<file path="src/include/fan_pkg.sv">
// Purpose: Shared constants and types for the fan drive with lock guard.
// Assumes: 100 MHz clk; analog levels are carried as millivolt codes.
// Notes:   Levels are scaled for a 12 V supply.
// How it works
// - H+ above H- makes leg B active
// - Ramp versus demand forms drive pulses, 25 kHz
// - Ramp swings 0.16 to 0.3 of supply
// - Demand 3.6V..1.95V maps to 0..100% duty
// - Demand at ground gives full duty
// - Effective demand never exceeds minimum-speed level, or the tied level when the minimum input is tied
// - Minimum level above 0.28 supply holds lowest speed
// - Lock timer counts whenever motor is driven
// - Hall transition restarts lock timer, except during the off period
// - Window expiry disables both legs, enters lock
// - Lock state leaves motor undriven for off period
// - Off period lasts ten detect windows
// - Off period end resumes drive, fresh window
// - No transition in restart window repeats off
// - Transition during restart returns to running
// - Tach output pulls low following Hall polarity
// - Lock alarm released while locked
// - Lock alarm pulls low while rotating
// - Demand below ramp low gives full speed
// - Tied minimum input gives 10% minimum duty
package fan_pkg;

    // ------------------------------------------------------------
    // Timing
    // ------------------------------------------------------------
    localparam int CLK_PERIOD_NS      = 10;
    localparam int RAMP_FREQ_KHZ      = 25;
    localparam int RAMP_PERIOD_CYCLES =
        1000000 / (RAMP_FREQ_KHZ * CLK_PERIOD_NS);
    localparam int RAMP_HALF_CYCLES   = RAMP_PERIOD_CYCLES / 2;
    localparam int TICK_NS            = 1000;
    localparam int TICK_CYCLES        = TICK_NS / CLK_PERIOD_NS;
    localparam int DETECT_TICKS       = 470000;
    localparam int OFF_RATIO          = 10;

    // ------------------------------------------------------------
    // Levels in millivolts
    // ------------------------------------------------------------
    localparam int           LVL_W           = 12;
    localparam logic [11:0]  RAMP_LOW_MV     = 12'h79E;
    localparam logic [11:0]  RAMP_HIGH_MV    = 12'hE10;
    localparam logic [11:0]  RAMP_SPAN_MV    = 12'h672;
    localparam logic [11:0]  LOWEST_SPEED_MV = 12'hD20;
    localparam logic [11:0]  MIN_TIED_MV     = 12'hD6B;

    // ------------------------------------------------------------
    // Register map
    // ------------------------------------------------------------
    localparam int          ADDR_W         = 8;
    localparam int          WIN_W          = 24;
    localparam int          TMR_W          = 28;
    localparam logic [7:0]  CTRL_OFS       = 8'h00;
    localparam logic [7:0]  WINDOW_OFS     = 8'h04;
    localparam logic [7:0]  STATUS_OFS     = 8'h08;
    localparam int          CTRL_DEMAND_LSB = 0;
    localparam int          CTRL_MIN_LSB    = 16;
    localparam int          CTRL_TIED_BIT   = 31;
    localparam int          STAT_POL_BIT    = 2;
    localparam int          STAT_TACH_BIT   = 3;
    localparam int          STAT_ALARM_BIT  = 4;
    localparam int          STAT_COUNT_LSB  = 8;
    localparam logic [11:0] DEMAND_RST     = 12'h000;
    localparam logic [11:0] MIN_RST        = 12'h000;
    localparam logic        TIED_RST       = 1'b1;

    typedef enum logic [1:0] {
        ST_RUN     = 2'b00,
        ST_OFF     = 2'b01,
        ST_RESTART = 2'b10
    } lockState_t;

    typedef struct packed {
        logic              psel;
        logic              penable;
        logic              pwrite;
        logic [ADDR_W-1:0] paddr;
        logic [31:0]       pwdata;
    } apbReq_t;

    typedef struct packed {
        logic [31:0] prdata;
        logic        pready;
        logic        pslverr;
    } apbRsp_t;

endpackage : fan_pkg

</file>
<file path="src/verilog/ramp_gen.sv">
// Purpose: Triangular ramp between the low and high levels.
// Assumes: One clock; the ramp is a millivolt code.
// Notes:   A fractional accumulator keeps the exact period.
`timescale 1ns/1ps
module ramp_gen #(
    parameter int HALF_CYCLES = fan_pkg::RAMP_HALF_CYCLES
) (
    input  wire logic        clk,
    input  wire logic        rst,
    output logic      [11:0] level
);

    typedef struct packed {
        logic [11:0] level;
        logic [15:0] acc;
        logic        down;
    } rampState_t;

    localparam logic [15:0] HALF = 16'(HALF_CYCLES);

    rampState_t r;
    rampState_t next_r;

    // ------------------------------------------------------------
    // Ramp stepping
    // ------------------------------------------------------------
    always_comb begin
        logic [15:0] sum;
        sum    = r.acc + 16'(fan_pkg::RAMP_SPAN_MV);
        next_r = r;
        // Span below half period, so at most one step per cycle
        if (sum >= HALF) begin
            next_r.acc = sum - HALF;
            if (r.down) begin
                next_r.level = r.level - 12'h001;
                if (r.level == fan_pkg::RAMP_LOW_MV + 12'h001) begin
                    next_r.down = 1'b0;
                end
            end else begin
                next_r.level = r.level + 12'h001;
                if (r.level == fan_pkg::RAMP_HIGH_MV - 12'h001) begin
                    next_r.down = 1'b1;
                end
            end
        end else begin
            next_r.acc = sum;
        end
    end

    always_ff @(posedge clk or posedge rst) begin
        if (rst) begin
            r <= '{level: fan_pkg::RAMP_LOW_MV, acc: 16'h0000,
                   down: 1'b0};
        end else begin
            r <= next_r;
        end
    end

    assign level = r.level;

endmodule : ramp_gen

</file>
<file path="src/verilog/fan_lock_guard.sv">
// Purpose: Single-phase fan drive with duty control and lock guard.
// Assumes: Hall and tach pins are asynchronous; APB on clk.
// Notes:   Demand and minimum levels are set over APB as mV codes.
//
// Chosen here: the APB slave port and the placing of the registers.
`timescale 1ns/1ps
module fan_lock_guard #(
    parameter int DETECT_TICKS = fan_pkg::DETECT_TICKS,
    parameter int TICK_CYCLES  = fan_pkg::TICK_CYCLES
) (
    input  wire logic            clk,
    input  wire logic            rst,
    input  fan_pkg::apbReq_t     apbReq,
    output fan_pkg::apbRsp_t     apbRsp,
    input  wire logic            hallPlus,
    input  wire logic            hallMinus,
    output logic                 bridgeLegA,
    output logic                 bridgeLegB,
    input  wire logic            tachIn,
    output logic                 tachOut,
    output logic                 tachOutEnN,
    input  wire logic            alarmIn,
    output logic                 alarmOut,
    output logic                 alarmOutEnN
);

    // ------------------------------------------------------------
    // State
    // ------------------------------------------------------------
    typedef struct packed {
        logic [1:0]                 plusSync;
        logic [1:0]                 minusSync;
        logic [1:0]                 tachSync;
        logic [1:0]                 alarmSync;
        logic                       polB;
        fan_pkg::lockState_t        lockState;
        logic [15:0]                tickDiv;
        logic [fan_pkg::TMR_W-1:0]  timer;
        logic [fan_pkg::WIN_W-1:0]  window;
        logic [11:0]                demand;
        logic [11:0]                minLevel;
        logic                       minTied;
        logic [7:0]                 lockCount;
        logic                       legA;
        logic                       legB;
        logic                       tachEnN;
        logic                       alarmEnN;
        fan_pkg::apbRsp_t           rsp;
    } guardState_t;

    guardState_t s;
    guardState_t next_s;
    logic [11:0] rampLevel;

    localparam logic [15:0] TICK_LAST = 16'(TICK_CYCLES - 1);
    localparam logic [fan_pkg::WIN_W-1:0] WINDOW_RST =
        fan_pkg::WIN_W'(DETECT_TICKS);
    localparam logic [3:0] OFF_MULT = 4'(fan_pkg::OFF_RATIO);

    function automatic logic [11:0] lowerOf(input logic [11:0] a,
                                            input logic [11:0] b);
        lowerOf = (a < b) ? a : b;
    endfunction : lowerOf

    ramp_gen #(
        .HALF_CYCLES (fan_pkg::RAMP_HALF_CYCLES)
    ) ramp (
        .clk   (clk),
        .rst   (rst),
        .level (rampLevel)
    );

    // ------------------------------------------------------------
    // Next state
    // ------------------------------------------------------------
    always_comb begin
        logic                      tick;
        logic                      hallEdge;
        logic                      expired;
        logic                      driveOn;
        logic [11:0]               minEff;
        logic [11:0]               effLevel;
        logic [fan_pkg::TMR_W-1:0] limit;
        logic                      setup;
        logic                      access;
        logic                      mapped;
        tick     = 1'b0;
        hallEdge = 1'b0;
        expired  = 1'b0;
        driveOn  = 1'b0;
        minEff   = 12'h000;
        effLevel = 12'h000;
        limit    = '0;
        setup    = 1'b0;
        access   = 1'b0;
        mapped   = 1'b0;
        next_s   = s;

        // Pins pass two flops before anything reads them
        next_s.plusSync  = {s.plusSync[0], hallPlus};
        next_s.minusSync = {s.minusSync[0], hallMinus};
        next_s.tachSync  = {s.tachSync[0], tachIn};
        next_s.alarmSync = {s.alarmSync[0], alarmIn};

        // Equal inputs keep the last polarity, like input hysteresis
        if (s.plusSync[1] && !s.minusSync[1]) begin
            next_s.polB = 1'b1;
        end else if (!s.plusSync[1] && s.minusSync[1]) begin
            next_s.polB = 1'b0;
        end
        hallEdge = (next_s.polB != s.polB);

        // Common time base for window and off period
        if (s.tickDiv == TICK_LAST) begin
            next_s.tickDiv = 16'h0000;
            tick           = 1'b1;
        end else begin
            next_s.tickDiv = s.tickDiv + 16'h0001;
        end

        if (s.lockState == fan_pkg::ST_OFF) begin
            limit = fan_pkg::TMR_W'(s.window * OFF_MULT);
        end else begin
            limit = fan_pkg::TMR_W'(s.window);
        end
        expired = tick && (s.timer + 1'b1 >= limit);

        // ------------------------------------------------------------
        // Lock guard sequence
        // ------------------------------------------------------------
        case (s.lockState)
            fan_pkg::ST_RUN: begin
                if (hallEdge) begin
                    next_s.timer = '0;
                end else if (expired) begin
                    next_s.timer     = '0;
                    next_s.lockState = fan_pkg::ST_OFF;
                    next_s.lockCount = s.lockCount + 8'h01;
                end else if (tick) begin
                    next_s.timer = s.timer + 1'b1;
                end
            end
            fan_pkg::ST_OFF: begin
                // Hall activity is ignored while the coil is idle
                if (expired) begin
                    next_s.timer     = '0;
                    next_s.lockState = fan_pkg::ST_RESTART;
                end else if (tick) begin
                    next_s.timer = s.timer + 1'b1;
                end
            end
            fan_pkg::ST_RESTART: begin
                if (hallEdge) begin
                    next_s.timer     = '0;
                    next_s.lockState = fan_pkg::ST_RUN;
                end else if (expired) begin
                    next_s.timer     = '0;
                    next_s.lockState = fan_pkg::ST_OFF;
                    next_s.lockCount = s.lockCount + 8'h01;
                end else if (tick) begin
                    next_s.timer = s.timer + 1'b1;
                end
            end
            default: begin
                next_s.timer     = '0;
                next_s.lockState = fan_pkg::ST_RUN;
            end
        endcase

        // ------------------------------------------------------------
        // Duty comparison
        // ------------------------------------------------------------
        if (s.minTied) begin
            minEff = fan_pkg::MIN_TIED_MV;
        end else begin
            minEff = lowerOf(s.minLevel, fan_pkg::LOWEST_SPEED_MV);
        end
        effLevel = lowerOf(s.demand, minEff);
        // Higher level means slower, so ramp above level drives
        if (s.demand == 12'h000) begin
            driveOn = 1'b1;
        end else if (effLevel < fan_pkg::RAMP_LOW_MV) begin
            driveOn = 1'b1;
        end else begin
            driveOn = (rampLevel > effLevel);
        end

        if (next_s.lockState == fan_pkg::ST_OFF) begin
            next_s.legA = 1'b0;
            next_s.legB = 1'b0;
        end else begin
            next_s.legA = driveOn && !next_s.polB;
            next_s.legB = driveOn && next_s.polB;
        end

        next_s.tachEnN  = next_s.polB;
        // Alarm pulls low whenever the state is ST_RUN; reset releases it until the first clock after reset
        next_s.alarmEnN = (next_s.lockState != fan_pkg::ST_RUN);

        // ------------------------------------------------------------
        // APB slave, one wait-free access phase
        // ------------------------------------------------------------
        setup  = apbReq.psel && !apbReq.penable;
        access = apbReq.psel && apbReq.penable && s.rsp.pready;
        mapped = (apbReq.paddr == fan_pkg::CTRL_OFS) ||
                 (apbReq.paddr == fan_pkg::WINDOW_OFS) ||
                 (apbReq.paddr == fan_pkg::STATUS_OFS);
        next_s.rsp.pready  = setup;
        next_s.rsp.pslverr = setup && !mapped;
        if (setup) begin
            case (apbReq.paddr)
                fan_pkg::CTRL_OFS: begin
                    next_s.rsp.prdata = '0;
                    next_s.rsp.prdata[fan_pkg::CTRL_DEMAND_LSB +: 12] =
                        s.demand;
                    next_s.rsp.prdata[fan_pkg::CTRL_MIN_LSB +: 12] =
                        s.minLevel;
                    next_s.rsp.prdata[fan_pkg::CTRL_TIED_BIT] = s.minTied;
                end
                fan_pkg::WINDOW_OFS: begin
                    next_s.rsp.prdata = 32'(s.window);
                end
                fan_pkg::STATUS_OFS: begin
                    next_s.rsp.prdata = '0;
                    next_s.rsp.prdata[1:0] = s.lockState;
                    next_s.rsp.prdata[fan_pkg::STAT_POL_BIT] = s.polB;
                    next_s.rsp.prdata[fan_pkg::STAT_TACH_BIT] =
                        s.tachSync[1];
                    next_s.rsp.prdata[fan_pkg::STAT_ALARM_BIT] =
                        s.alarmSync[1];
                    next_s.rsp.prdata[fan_pkg::STAT_COUNT_LSB +: 8] =
                        s.lockCount;
                end
                default: begin
                    next_s.rsp.prdata = 32'h00000000;
                end
            endcase
        end
        if (access && apbReq.pwrite && mapped) begin
            if (apbReq.paddr == fan_pkg::CTRL_OFS) begin
                next_s.demand =
                    apbReq.pwdata[fan_pkg::CTRL_DEMAND_LSB +: 12];
                next_s.minLevel =
                    apbReq.pwdata[fan_pkg::CTRL_MIN_LSB +: 12];
                next_s.minTied = apbReq.pwdata[fan_pkg::CTRL_TIED_BIT];
            end else if (apbReq.paddr == fan_pkg::WINDOW_OFS) begin
                // Zero would expire every tick, so keep one tick least
                if (apbReq.pwdata[fan_pkg::WIN_W-1:0] == '0) begin
                    next_s.window = fan_pkg::WIN_W'(1);
                end else begin
                    next_s.window = apbReq.pwdata[fan_pkg::WIN_W-1:0];
                end
            end
        end
    end

    // ------------------------------------------------------------
    // Registers
    // ------------------------------------------------------------
    always_ff @(posedge clk or posedge rst) begin
        if (rst) begin
            s           <= '0;
            s.lockState <= fan_pkg::ST_RUN;
            s.window    <= WINDOW_RST;
            s.demand    <= fan_pkg::DEMAND_RST;
            s.minLevel  <= fan_pkg::MIN_RST;
            s.minTied   <= fan_pkg::TIED_RST;
            s.tachEnN   <= 1'b1;
            s.alarmEnN  <= 1'b1;
        end else begin
            s <= next_s;
        end
    end

    assign apbRsp      = s.rsp;
    assign bridgeLegA  = s.legA;
    assign bridgeLegB  = s.legB;
    assign tachOut     = 1'b0;
    assign tachOutEnN  = s.tachEnN;
    assign alarmOut    = 1'b0;
    assign alarmOutEnN = s.alarmEnN;

endmodule : fan_lock_guard

</file>
<file path="config.mk">
export PLATFORM = sky130hd
export DESIGN_NAME = fan_lock_guard
export DESIGN_NICKNAME = d
export VERILOG_FILES = /design/src/include/fan_pkg.sv /design/src/verilog/ramp_gen.sv /design/src/verilog/fan_lock_guard.sv
export SDC_FILE = /design/constraint.sdc
export NUM_CORES = 1
export LEC_CHECK = 0
export BUFFER_PORTS_ARGS = -buffer_cell sky130_fd_sc_hd__buf_2
export CORE_UTILIZATION = 45
export DETAILED_ROUTE_END_ITERATION = 12
export GPL_TIMING_DRIVEN = 0
export PLACE_DENSITY_LB_ADDON = 0.3
export SLEW_MARGIN = 25
export SYNTH_ARGS = -nofsm -noshare
export SYNTH_HDL_FRONTEND = slang
export SYNTH_HIERARCHICAL = 1
export SYNTH_SLANG_ARGS = --single-unit
</file>
<file path="constraint.sdc">
create_clock -name clk -period 14 [get_ports clk]
set_clock_uncertainty 0.05 [all_clocks]
set_input_delay 4.2 -clock clk [delete_from_list [all_inputs] [get_ports clk]]
set_output_delay 4.2 -clock clk [all_outputs]
set_load 0.05 [all_outputs]
</file>
==> impl_metrics.ini <==
[status]
outcome = finished, final reports clean

[place]
io_buffer_count = 80
pre_cts_ws_ps = 7370
dp_cells = 1712
dp_hpwl_um = 22500
routabilityCongestion = 0.905

[global_route]
grt_pass1_wl_um = 49200
grt_antenna_before_repair = 7
grt_max_degree = 96
grt_usage_pct = 22.1
grt_pass1_vias = 9533
overflow = 0

[setup_path]
reg2reg_to = s[97]
required_ps = 14270
setup.worst_path.start_class = primary input
rr_worst_depth = 21
crit_end = s[52]
cp.arrival_ps = 6490
r2r_start = s[72]
cp-end-kind = flop
criticalPathCategory = in -> reg
rrSetupSlack_ps = 8490
path_max_fanout = 10
crit_path_start = apbReq[37]

[cells_and_area]
stdcell_count = 1747
nFillCells = 2487
syn2layout_area_growth_pct = 12.1
final_nets = 1551
final_common_cell = dfrtp_1
layout_common_cells = 153 x dfrtp_1, 146 x nor2_1, 110 x nand2_1, 110 x ha_1, 89 x buf_2
layout-drive-gt1-share_pct = 20.2

[clock_tree]
cts-root-buf = clkbuf_16
path_clk_slew_ps = 70
cts_resized = 0
worstSkewPairLatency_ps = 440
htree_levels = 4
cts_buffers = 17
postCtsSetupRepairBufs = 0
cts_tree = yes
cts.path.max_buffers = 2
cts_hold_buf = 0
clock_sinks = 175

[die]
rows = 60
io_pins = 89
core_mm2 = 0.0269
dieArea_mm2 = 0.0280
die_y_um = 167
start_util_pct = 45.7
die_w_um = 167

[timing]
final-hold-violation-count = 0
slew_violations = 0
slew_headroom_pct = 29.2
worst_slack_ps = 7780
fin_crit_sh_pct = 44.4
tns_ps = 0
rsz0062_at_grt = no
worst_slew_pin_slew_ps = 1060
setup_viol = 0
layout_min_cycle_time_ps = 6220
max_freq_mhz = 161

[route]
dr.pass1.iters = 7
vias_per_cell = 5.63
wl_per_cell_um = 16.9
vias = 9842
ant_nets = 0
remaining_drc_errors = 0
drt_wl_total_um = 29600
first_iter_violations = 681

[power]
p_leak_nw = 6.84
powerDensity_mw_per_mm2 = 80.2
vdd_drop_max_v = 0.0000683
fin_total_pwr_mw = 1.10

[yosys]
synthesis.area_mm2 = 0.0123
synth.yosys.warnings = 6
yosys.area.top_type = dfrtp_1
synth_top_area_share_pct = 31.1
ys_seq_elements = 175
ys_async_sr_fraction_pct = 100
synthDistinctLibCells = 97
synth_cells = 1286
syn_avg_cell_area_um2 = 9.56
synth-edff-count = 0
synth_area_leaders = dfrtp_1 31%, ha_1 11%, xnor2_1 4.8%
ys_seq_area_share_pct = 35.9
synthFlopType = dfrtp_1

[flow_run]
cap_violations = 0

[hold_path]
hold_path.class = reg -> reg
==> through the flow <==
stage          hold WS [ps]  utilization, %  cell area [um^2]
4_1_cts                 311            51.2             13800
5_1_grt                 316            51.2             13800
2_1_floorplan           281               -             12300
3_3_place_gp            285            48.9             13100
3_5_place_dp            286            49.0             13200
6_report                308            51.3             13800
==> power by group <==
group          internal [mW]  switching [mW]
combinational         0.0279          0.0617
sequential             0.513         0.00457
clock                  0.270           0.228
==> cells by family after synthesis <==
kind of cell | share of synthesized area [%]
buffers and inverters | 5.62
and+or+nand+nor | 18.0
adders and majority gates | 11.5
muxes | 5.60
DFF | 35.9
AOI/OAI and AO/OA | 14.6
other | 0.0305
xor gates and xnor gates | 8.76
==> cell type report <==
| class | count | area, um^2 | area share [%] |
|---|---|---|---|
| multi-input combinational | 993 | 7210 | 52.3 |
| sequential | 175 | 4410 | 32.0 |
| buffer | 94 | 586 | 4.25 |
| timing repair buffer | 81 | 428 | 3.11 |
| tap | 341 | 427 | 3.10 |
| clock buffer | 17 | 425 | 3.09 |
| clock inverter | 14 | 174 | 1.26 |
| inverter | 28 | 113 | 0.817 |
| antenna | 4 | 10.0 | 0.0726 |
==> worst max-delay path, stage by stage <==
cell and delay, ps:
buf_2 100, nor4_2 380, nand2_1 230, nor3_2 520, nand2_2 290, buf_1 380
mux2_2 370
==> state kept, by name (all words and copies together) (netlist names) <==
register     flops
apbRsp          31
bridgeLegA       1
s              108
alarmOutEnN      1
next_s           4
ramp/level      12
ramp/r          16
tachOutEnN       1
bridgeLegB       1
==> per-layer routing <==
layer	track usage, %	part of all wire [%]
met3	4.07	5.3
met2	35.1	46
met5	0	0.13
met1	30.2	47
met4	7.54	2.2
==> synthesized netlist by cell type, types with 12 or more instances <==
cell type    n
dfrtp_1    153
nor2_1     146
ha_1       110
nand2_1    110
xnor2_1     68
a21oi_1     64
xor2_1      55
buf_4       51
mux2_2      37
nand3_1     34
o21ai_0     28
a21o_1      27
inv_1       27
mux2i_1     26
clkbuf_1    24
dfstp_2     22
nand4_1     21
nor3_1      15
a22o_1      14
and3_1      14
and2_1      12
nor4_1      12
o21a_1      12
==> worst min path at each step <==
stage | slack, ps | from | depth (start not counted) | end
after CTS | 310 | next_s[147] | 0 | s[147]
after detailed placement | 290 | next_s[147] | 0 | s[147]
after floorplan | 280 | next_s[143] | 0 | s[143]
after global placement | 290 | next_s[145] | 0 | s[145]
after global routing | 320 | next_s[149] | 0 | s[149]
final | 310 | next_s[143] | 0 | s[143]
No activity file was read; power rests on OpenSTA's default activity.
